### src/core/cci_defs.svh
`ifndef CCI_DEFS_SVH
`define CCI_DEFS_SVH

// ==========================================================
// Opcodes
`define CCI_OP_UF_FIRST    8'h40
`define CCI_OP_UF_LAST     8'h47
`define CCI_OP_STOP        8'h80
`define CCI_OP_RUN         8'h81
`define CCI_OP_STEP        8'h82
`define CCI_OP_RESET       8'h83
`define CCI_OP_DL_ENTER    8'h84
`define CCI_OP_DL_EXIT     8'h85
`define CCI_OP_READ_MEM    8'h86
`define CCI_OP_STATUS      8'h87
`define CCI_OP_VERSION     8'h88
`define CCI_OP_FACTORY     8'h89
`define CCI_OP_POS_REQ     8'h8A
`define CCI_OP_SW_RESET    8'hFF

// ==========================================================
// Status codes and magic values
`define CCI_ST_OK          8'h64
`define CCI_ST_EVENT       8'h80
`define CCI_ST_BAD_CMD     8'h02
`define CCI_MAGIC          32'h000004D2

// ==========================================================
// Type field values
`define CCI_TYPE_0         8'h00
`define CCI_TYPE_1         8'h01
`define CCI_TYPE_2         8'h02
`define CCI_TYPE_3         8'h03

// ==========================================================
// Status reply layout
`define CCI_MODE_POS       24
`define CCI_WAIT_POS       16

`endif

### src/core/cci_pkg.sv
package cci_pkg;

	typedef enum logic [1:0]
	{
		CCI_MODE_STOP,
		CCI_MODE_RUN,
		CCI_MODE_STEP,
		CCI_MODE_DL
	} cci_mode_t;

	typedef enum logic [1:0]
	{
		CCI_ARM_NONE,
		CCI_ARM_ONCE,
		CCI_ARM_ALL
	} cci_arm_t;

	typedef enum logic [3:0]
	{
		CCI_ACT_NONE,
		CCI_ACT_STOP,
		CCI_ACT_RUN,
		CCI_ACT_STEP,
		CCI_ACT_RESET,
		CCI_ACT_READ_MEM,
		CCI_ACT_STORE,
		CCI_ACT_FACTORY,
		CCI_ACT_SW_RESET,
		CCI_ACT_USER,
		CCI_ACT_EXEC
	} cci_act_t;

endpackage

### src/core/cci_interp.sv
`timescale 1ns/100ps
`include "cci_defs.svh"

// Overview of operation
// - Extension opcodes answer OK with user value
// - Position request answers OK echoing motor mask
// - Armed arrival sends status 128 with mask
// - Position request only accepted when directly issued
// - Type 0 next move, type 1 all
// - Control commands only direct, never stored
// - Opcode 128 halts running program
// - Opcode 129 runs, type 1 from address
// - Opcode 130 executes one instruction then stops
// - Opcode 131 halts and clears program state
// - Opcode 132 enters download, stores later commands
// - Opcode 133 leaves download mode
// - Opcode 134 returns program memory location
// - Opcode 135 reports status selected by type
// - Opcode 136 returns firmware version by type
// - Opcode 137 with 1234 restores, no reply
// - Opcode 255 with 1234 restarts processor
module cci_interp
	import cci_pkg::*;
#(
	parameter int ADDR_W = 16,
	parameter logic [31:0] FW_BIN = 32'h00000001,
	parameter logic [31:0] FW_TXT = 32'h00000002
)
(
	input  wire logic              clk,
	input  wire logic              resetn,
	input  wire logic              cmd_valid,
	input  wire logic              cmd_from_prog,
	input  wire logic [7:0]        cmd_op,
	input  wire logic [7:0]        cmd_type,
	input  wire logic [7:0]        cmd_motor,
	input  wire logic [31:0]       cmd_value,
	input  wire logic [31:0]       user_value,
	input  wire logic              move_start,
	input  wire logic              move_done,
	input  wire logic [31:0]       mem_rdata,
	input  wire logic [31:0]       accu,
	input  wire logic [31:0]       xreg,
	input  wire logic              wait_flag,
	input  wire logic [ADDR_W-1:0] prog_counter,
	output logic                   rsp_valid,
	output logic [7:0]             rsp_status,
	output logic [7:0]             rsp_op,
	output logic [31:0]            rsp_value,
	output logic                   rsp_special,
	output logic                   evt_valid,
	output logic [7:0]             evt_status,
	output logic [7:0]             evt_op,
	output logic [31:0]            evt_value,
	output cci_mode_t              prog_mode,
	output logic                   step_pulse,
	output logic                   prog_clear,
	output logic                   pc_load,
	output logic [ADDR_W-1:0]      pc_value,
	output logic                   mem_we,
	output logic [ADDR_W-1:0]      mem_addr,
	output logic [63:0]            mem_wdata,
	output logic                   factory_pulse,
	output logic                   sw_reset_pulse,
	output logic                   exec_pulse
);

	// ==========================================================
	// Command decode
	logic              is_ctrl;
	logic              is_user;
	logic              magic_ok;
	logic              dl_mode;
	cci_act_t          act;
	logic [ADDR_W-1:0] dl_ptr_q;
	cci_mode_t         mode_q;
	cci_arm_t          arm_q;
	logic [7:0]        mask_q;
	logic              move_open_q;
	logic              cmd_direct;
	logic              arm_req;
	logic              rsp_take;

	function automatic logic [ADDR_W-1:0] addr_of(input logic [31:0] v);
		addr_of = v[ADDR_W-1:0];
	endfunction

	function automatic logic in_range(input logic [7:0] op, input logic [7:0] lo,
		input logic [7:0] hi);
		in_range = op >= lo && op <= hi;
	endfunction

	// Pointer field is 16 bits wide whatever ADDR_W is
	function automatic logic [31:0] status_word(input cci_mode_t m, input logic w,
		input logic [ADDR_W-1:0] p);
		status_word                     = '0;
		status_word[`CCI_MODE_POS +: 2] = m;
		status_word[`CCI_WAIT_POS]      = w;
		status_word[15:0]               = 16'(p);
	endfunction

	assign is_ctrl    = in_range(cmd_op, `CCI_OP_STOP, `CCI_OP_POS_REQ)
		|| cmd_op == `CCI_OP_SW_RESET;
	assign is_user    = in_range(cmd_op, `CCI_OP_UF_FIRST, `CCI_OP_UF_LAST);
	assign magic_ok   = cmd_value == `CCI_MAGIC;
	assign dl_mode    = mode_q == CCI_MODE_DL;
	// Commands replayed from a stored program never count as direct
	assign cmd_direct = cmd_valid && !cmd_from_prog;
	assign arm_req    = cmd_direct && !dl_mode && cmd_op == `CCI_OP_POS_REQ;
	// Download stores, factory restore is silent, memory read answers late
	assign rsp_take   = cmd_direct && !(dl_mode && !is_ctrl)
		&& cmd_op != `CCI_OP_READ_MEM && cmd_op != `CCI_OP_FACTORY;

	always_comb
	begin
		act = CCI_ACT_NONE;
		if (cmd_valid && !cmd_from_prog && dl_mode && !is_ctrl)
			act = CCI_ACT_STORE;
		else if (cmd_valid && is_ctrl && !cmd_from_prog)
		begin
			unique case (cmd_op)
				`CCI_OP_STOP:     act = CCI_ACT_STOP;
				`CCI_OP_RUN:      act = CCI_ACT_RUN;
				`CCI_OP_STEP:     act = CCI_ACT_STEP;
				`CCI_OP_RESET:    act = CCI_ACT_RESET;
				`CCI_OP_READ_MEM: act = CCI_ACT_READ_MEM;
				`CCI_OP_FACTORY:  act = magic_ok ? CCI_ACT_FACTORY : CCI_ACT_NONE;
				`CCI_OP_SW_RESET: act = magic_ok ? CCI_ACT_SW_RESET : CCI_ACT_NONE;
				default:          act = CCI_ACT_NONE;
			endcase
		end
		else if (cmd_valid && is_user)
			act = CCI_ACT_USER;
		else if (cmd_valid && !is_ctrl)
			act = CCI_ACT_EXEC;
	end

	// ==========================================================
	// Program mode
	always_ff @(posedge clk or negedge resetn)
	begin
		if (!resetn)
			mode_q <= CCI_MODE_STOP;
		else if (cmd_direct && is_ctrl)
		begin
			// Download mode is left only by its own exit command
			if (cmd_op == `CCI_OP_DL_ENTER)
				mode_q <= CCI_MODE_DL;
			else if (cmd_op == `CCI_OP_DL_EXIT && dl_mode)
				mode_q <= CCI_MODE_STOP;
			else if ((cmd_op == `CCI_OP_STOP || cmd_op == `CCI_OP_RESET) && !dl_mode)
				mode_q <= CCI_MODE_STOP;
			else if (cmd_op == `CCI_OP_RUN && !dl_mode)
				mode_q <= CCI_MODE_RUN;
			else if (cmd_op == `CCI_OP_STEP && !dl_mode)
				mode_q <= CCI_MODE_STEP;
			else if (mode_q == CCI_MODE_STEP)
				mode_q <= CCI_MODE_STOP;
		end
		else if (mode_q == CCI_MODE_STEP)
			mode_q <= CCI_MODE_STOP;
	end

	assign prog_mode = mode_q;

	// ==========================================================
	// Program control pulses
	always_ff @(posedge clk or negedge resetn)
	begin
		if (!resetn)
		begin
			step_pulse     <= 1'b0;
			prog_clear     <= 1'b0;
			pc_load        <= 1'b0;
			pc_value       <= '0;
			factory_pulse  <= 1'b0;
			sw_reset_pulse <= 1'b0;
			exec_pulse     <= 1'b0;
		end
		else
		begin
			step_pulse     <= act == CCI_ACT_STEP && !dl_mode;
			prog_clear     <= act == CCI_ACT_RESET;
			pc_load        <= act == CCI_ACT_RUN && !dl_mode && cmd_type == `CCI_TYPE_1;
			if (act == CCI_ACT_RUN && cmd_type == `CCI_TYPE_1)
				pc_value <= addr_of(cmd_value);
			factory_pulse  <= act == CCI_ACT_FACTORY;
			sw_reset_pulse <= act == CCI_ACT_SW_RESET;
			exec_pulse     <= act == CCI_ACT_EXEC;
		end
	end

	// ==========================================================
	// Download pointer and memory port
	always_ff @(posedge clk or negedge resetn)
	begin
		if (!resetn)
			dl_ptr_q <= '0;
		else if (cmd_valid && !cmd_from_prog && cmd_op == `CCI_OP_DL_ENTER)
			dl_ptr_q <= addr_of(cmd_value);
		else if (act == CCI_ACT_STORE)
			dl_ptr_q <= dl_ptr_q + 1'b1;
	end

	always_ff @(posedge clk or negedge resetn)
	begin
		if (!resetn)
		begin
			mem_we    <= 1'b0;
			mem_addr  <= '0;
			mem_wdata <= '0;
		end
		else
		begin
			mem_we <= act == CCI_ACT_STORE;
			if (act == CCI_ACT_STORE)
			begin
				mem_addr  <= dl_ptr_q;
				mem_wdata <= {cmd_op, cmd_type, cmd_motor, 8'h00, cmd_value};
			end
			else if (act == CCI_ACT_READ_MEM)
				mem_addr <= addr_of(cmd_value);
		end
	end

	// ==========================================================
	// Position-reached arming
	always_ff @(posedge clk or negedge resetn)
	begin
		if (!resetn)
		begin
			arm_q       <= CCI_ARM_NONE;
			mask_q      <= 8'h00;
			move_open_q <= 1'b0;
		end
		else
		begin
			if (arm_req)
			begin
				// Program copies of this opcode are dropped
				arm_q  <= cmd_type == `CCI_TYPE_0 ? CCI_ARM_ONCE : CCI_ARM_ALL;
				mask_q <= cmd_value[7:0];
			end
			else if (move_done && move_open_q && arm_q == CCI_ARM_ONCE)
				arm_q <= CCI_ARM_NONE;
			// Only moves begun while armed may report; a done ends the move
			if (move_start && arm_q != CCI_ARM_NONE)
				move_open_q <= 1'b1;
			else if (move_done)
				move_open_q <= 1'b0;
		end
	end

	always_ff @(posedge clk or negedge resetn)
	begin
		if (!resetn)
		begin
			evt_valid  <= 1'b0;
			evt_status <= 8'h00;
			evt_op     <= 8'h00;
			evt_value  <= '0;
		end
		else
		begin
			evt_valid <= move_done && move_open_q && arm_q != CCI_ARM_NONE;
			if (move_done && move_open_q)
			begin
				evt_status <= `CCI_ST_EVENT;
				evt_op     <= `CCI_OP_POS_REQ;
				evt_value  <= {24'h000000, mask_q};
			end
		end
	end

	// ==========================================================
	// Direct reply
	// Memory read answers one cycle late, once the address is registered
	logic read_pend_q;

	always_ff @(posedge clk or negedge resetn)
	begin
		if (!resetn)
			read_pend_q <= 1'b0;
		else
			read_pend_q <= act == CCI_ACT_READ_MEM;
	end

	always_ff @(posedge clk or negedge resetn)
	begin
		if (!resetn)
		begin
			rsp_valid   <= 1'b0;
			rsp_status  <= 8'h00;
			rsp_op      <= 8'h00;
			rsp_value   <= '0;
			rsp_special <= 1'b0;
		end
		else if (read_pend_q)
		begin
			rsp_valid   <= 1'b1;
			rsp_status  <= `CCI_ST_OK;
			rsp_op      <= `CCI_OP_READ_MEM;
			rsp_value   <= mem_rdata;
			rsp_special <= 1'b1;
		end
		else if (rsp_take)
		begin
			rsp_valid   <= 1'b1;
			rsp_status  <= `CCI_ST_OK;
			rsp_op      <= cmd_op;
			rsp_value   <= '0;
			rsp_special <= 1'b0;
			if (is_user)
				rsp_value <= user_value;
			else if (cmd_op == `CCI_OP_POS_REQ)
				rsp_value <= {24'h000000, cmd_value[7:0]};
			else if (cmd_op == `CCI_OP_STATUS)
			begin
				unique case (cmd_type)
					`CCI_TYPE_0: rsp_value <= status_word(mode_q, wait_flag, dl_ptr_q);
					`CCI_TYPE_1: rsp_value <= status_word(mode_q, wait_flag, prog_counter);
					`CCI_TYPE_2: rsp_value <= accu;
					`CCI_TYPE_3: rsp_value <= xreg;
					default:     rsp_status <= `CCI_ST_BAD_CMD;
				endcase
			end
			else if (cmd_op == `CCI_OP_VERSION)
			begin
				unique case (cmd_type)
					`CCI_TYPE_0:
					begin
						rsp_value   <= FW_TXT;
						rsp_special <= 1'b1;
					end
					`CCI_TYPE_1: rsp_value <= FW_BIN;
					default:     rsp_status <= `CCI_ST_BAD_CMD;
				endcase
			end
		end
		else
			rsp_valid <= 1'b0;
	end

endmodule

### config.mk
export PLATFORM = sky130hd
export DESIGN_NAME = cci_interp
export DESIGN_NICKNAME = d
export VERILOG_FILES = /design/src/core/cci_pkg.sv /design/src/core/cci_interp.sv
export VERILOG_INCLUDE_DIRS = /design/src /design/src/core
export SDC_FILE = /design/constraint.sdc
export NUM_CORES = 1
export LEC_CHECK = 0
export CORE_AREA = 2 2 161 163
export DETAILED_ROUTE_END_ITERATION = 7
export DIE_AREA = 0 0 163 165
export DONT_BUFFER_PORTS = 1
export SYNTH_ARGS = -nofsm -noshare
export SYNTH_HDL_FRONTEND = slang
export SYNTH_SLANG_ARGS = --single-unit
### constraint.sdc
create_clock -name clk -period 3.9 [get_ports clk]
set_input_delay 0.39 -clock clk [delete_from_list [all_inputs] [get_ports clk]]
set_output_delay 0.39 -clock clk [all_outputs]
set_load 0.005 [all_outputs]
==> flow_metrics.tcl <==
set metrics [dict create \
    run_status "finished with violations" \
    violations "hold timing" \
    timing_max_transition_violations_final 0 \
    layout_worst_path_cycle_share 0.667 \
    proportion_of_power_drawn_by_flip_flops_and_latches 0.508 \
    tightestPinTransition_ns 1.02 \
    p_per_area_nw_per_um2 386 \
    crit_chain "and2_1, nand4_1, inv_2, buf_4, nand2_1, or4_1, nand3_1" \
    pwr-share-comb 0.045 \
    setup-tns-final_ns 0 \
    dieWidth_um 163 \
    ant_nets 0 \
    port_buffers 0 \
    cts.path.max_buffers 2 \
    initial_antenna_violation_count 5 \
    detail_route.wirelength_um 31500 \
    achievable-frequency_mhz 385 \
    drt_drc_violations_left 0 \
    slew_headroom 0.316 \
    post_synth_instance_area_um2 9340 \
    power.switching_w 0.00101 \
    cts_root_buffer "clkbuf_16" \
    drv.max_cap_violation_count 0 \
    cts-resized-gates 0 \
    initialDrtViolationCount 559 \
    final_core_utilization 0.399 \
    timing.critical_path.required_ns 4.27 \
    synth_top_flop_cell "dfrtp_1" \
    finish.net_count 1130 \
    sw_frac_of_total 0.261 \
    top_layer_used "met5" \
    ir_worst_vdd_mv 0.202 \
    gr-total-overflow 0 \
    timing_hold_violations_final 179 \
    syn2layout_area_growth_pct 6.91 \
    worst_hold_path_type "primary input to async pin" \
    leakage_nw 4.72 \
    synth.ff_latch_count 179 \
    cell_with_the_biggest_individual_delay_on_the_critical_path "inv_2" \
    cp_num_buf_inv 2 \
    ys_top_cells_by_area "dfrtp_1 48%, nand2_1 9.4%, mux2_2 4.3%" \
    synth_top_cell_by_area "dfrtp_1" \
    met1Wirelength_um 13200 \
    track_usage 0.227 \
    synth_enable_flop_cells 0 \
    finalSetupViolCount 0 \
    regToRegSetupSlack_ns 1.30 \
    grt_max_degree 180 \
    worst-path-max-fanout 27 \
    postSynthCellCount 955 \
    cp-end-kind "flip-flop" \
    finClkSkew_ns 0.0107 \
    regArea_um2 4480 \
    row_count 58 \
    detailed_place.area_um2 9380 \
    wl_per_cell_um 24.8 \
    grt_setup_unrepaired "false" \
    wl_met3_um 2850 \
    number_of_vias_after_detailed_routing 7148 \
    fp.dieH_um 165 \
    floorplan.initialDensity 0.373 \
    clock_tree_from_tritoncts "built" \
    placement.setup.worst_slack_ns 1.15 \
    htreeDepth 4 \
    detail_route.first_pass.iterations 5 \
    grt_pass1_wl_um 44800 \
    synth-seq-area-share 0.480 \
    insertion_delay_ns 0.44 \
    die_area_um2 26900 \
    timing.setup.critical_path_class "flip-flop to flip-flop" \
    cell_internal_pwr_w 0.00285 \
    dr_wl_met2_um 14800 \
    share_clk_of_total_power 0.448 \
    synthDominantCellAreaShare 0.480 \
    avgViaCountPerCell 5.64 \
    final_design_area_no_fill_um2 9980 \
    worst_r2r_startpoint "prog_mode[1]" \
    fin_worst_hold_slack_ns -0.358 \
    finalCriticalPeriod_ns 2.60 \
    pin_count 411 \
    gpl_congestion 0.830 \
    cts_inserted_buffers 17 \
    setup_ws_ns 1.30 \
    num-fill-cells 2485 \
    post_cts_buffers 0 \
    clock_sinks 179 \
    synth_async_sr_flop_share 1.00 \
    area_of_the_multi_input_gates_um2 4340 \
    place_hpwl_um 22700 \
    grt_pass1_vias 6981 \
    drive_above_1_share 0.127 \
    ys.warnings.count 0 \
    synth.lib_cells_used.distinct 67 \
    total_power_w 0.00385 \
    max_stage_delay_on_crit_path_ns 0.52 \
    post_synthesis_average_cell_area_um2 9.78 \
    start_kind "flip-flop" \
    worstRegToRegCells 7 \
    cpLargestDelayFamily "simple AND/OR/NAND/NOR gates" \
    cts.clk_slew.worst_paths_ns 0.08 \
    core_area_um2 25000 \
    crit_arrival_ns 2.97 \
    crit-reg2reg-capture "dl_ptr_q[14]" \
]
==> synthesized netlist by cell type (9+ instances only) <==
cell	number
dfrtp_1	179
mux2_4	10
a221oi_1	13
o21ai_0	53
o21ai_1	13
nor4_1	11
o31ai_1	13
nand3_1	10
buf_2	17
nor2_1	41
nand2_1	234
mux2i_1	33
a221o_1	14
inv_1	13
mux2_2	36
clkbuf_1	35
nor2b_1	16
buf_4	53
a21oi_1	17
and3_1	9
==> layout by cell type (no fill, tap or decap), drive strengths merged, types with 16 or more instances in the layout <==
master	count
a21oi	19
clkbuf	18
conb	48
dfrtp	179
inv	19
mux2	46
mux2i	33
nand2	235
nor2	41
nor2b	16
o21ai	66
==> how the worst max path moves through the flow <==
| stage | cells past startpoint | slack (ns) | to | from |
|---|---|---|---|---|
| final | 7 | 1.30 | dl_ptr_q[14] | prog_mode[1] |
| after detailed placement | 6 | 1.15 | rsp_value[3] | cmd_type[5] |
| after global placement | 6 | 1.20 | rsp_value[7] | cmd_type[5] |
| after global routing | 6 | 1.11 | dl_ptr_q[2] | prog_mode[1] |
| after CTS | 7 | 1.33 | dl_ptr_q[14] | prog_mode[1] |
| after floorplan | 6 | 1.68 | rsp_value[7] | cmd_type[1] |
==> flip-flops by register name, indices dropped and copies added, names as in the netlist, 2 cells and up <==
name        count
prog_mode       2
rsp_status      2
arm_q           2
mem_wdata      56
rsp_value      32
pc_value       16
rsp_op          8
mask_q          8
mem_addr       16
evt_value       8
dl_ptr_q       16
==> routing by layer <==
metal / track usage / vias up
met5: 0 / -
met2: 0.356 / 375
met3: 0.0751 / 38
met4: 0.0720 / 4
li1: - / 3200
met1: 0.296 / 3531
==> worst register-to-register path, delay by kind of cell, from the launching register on <==
family | cells | cell delay, ns
AND/OR/NAND/NOR | 5 | 1.14
buffers and inverters | 2 | 0.89
flip-flops | 1 | 0.51
==> per-stage QoR <==
stage | hold slack (ns) | cells
3_3_place_gp | 0.0976 | 1233
4_1_cts | -0.380 | 1265
6_report | -0.358 | 1268
5_1_grt | -0.394 | 1268
2_1_floorplan | 0.0944 | 1002
3_5_place_dp | 0.0991 | 1233
==> layout make-up <==
cell class / instances / area share
multi-input cells: 697 / 0.435
clock buffers: 18 / 0.0430
well taps: 330 / 0.0414
diodes: 3 / 0.000752
clock inverters: 14 / 0.0165
flip-flops and latches: 179 / 0.449
repair buffers: 13 / 0.00978
inverters: 14 / 0.00526
==> power by group through the flow <==
stage	clock [W]	sequential [W]	combinational, W
final	0.00173	0.00196	0.000172
after global routing	0.00186	0.00196	0.000192
after CTS	0.00177	0.00196	0.000171
after detailed placement	0	0.00199	0.000170
after global placement	0	0.00199	0.000167
after floorplan	0	0.00197	0.000211
==> kinds of logic after synthesis <==
family / synth area share
DFF: 0.480
and+or+nand+nor: 0.186
xor gates and xnor gates: 0.00281
muxes: 0.114
buffers and inverters: 0.0770
other: 0.000402
adders and majority gates: 0.00134
AOI/OAI and AO/OA: 0.139
No activity file was read; power rests on OpenSTA's default activity.
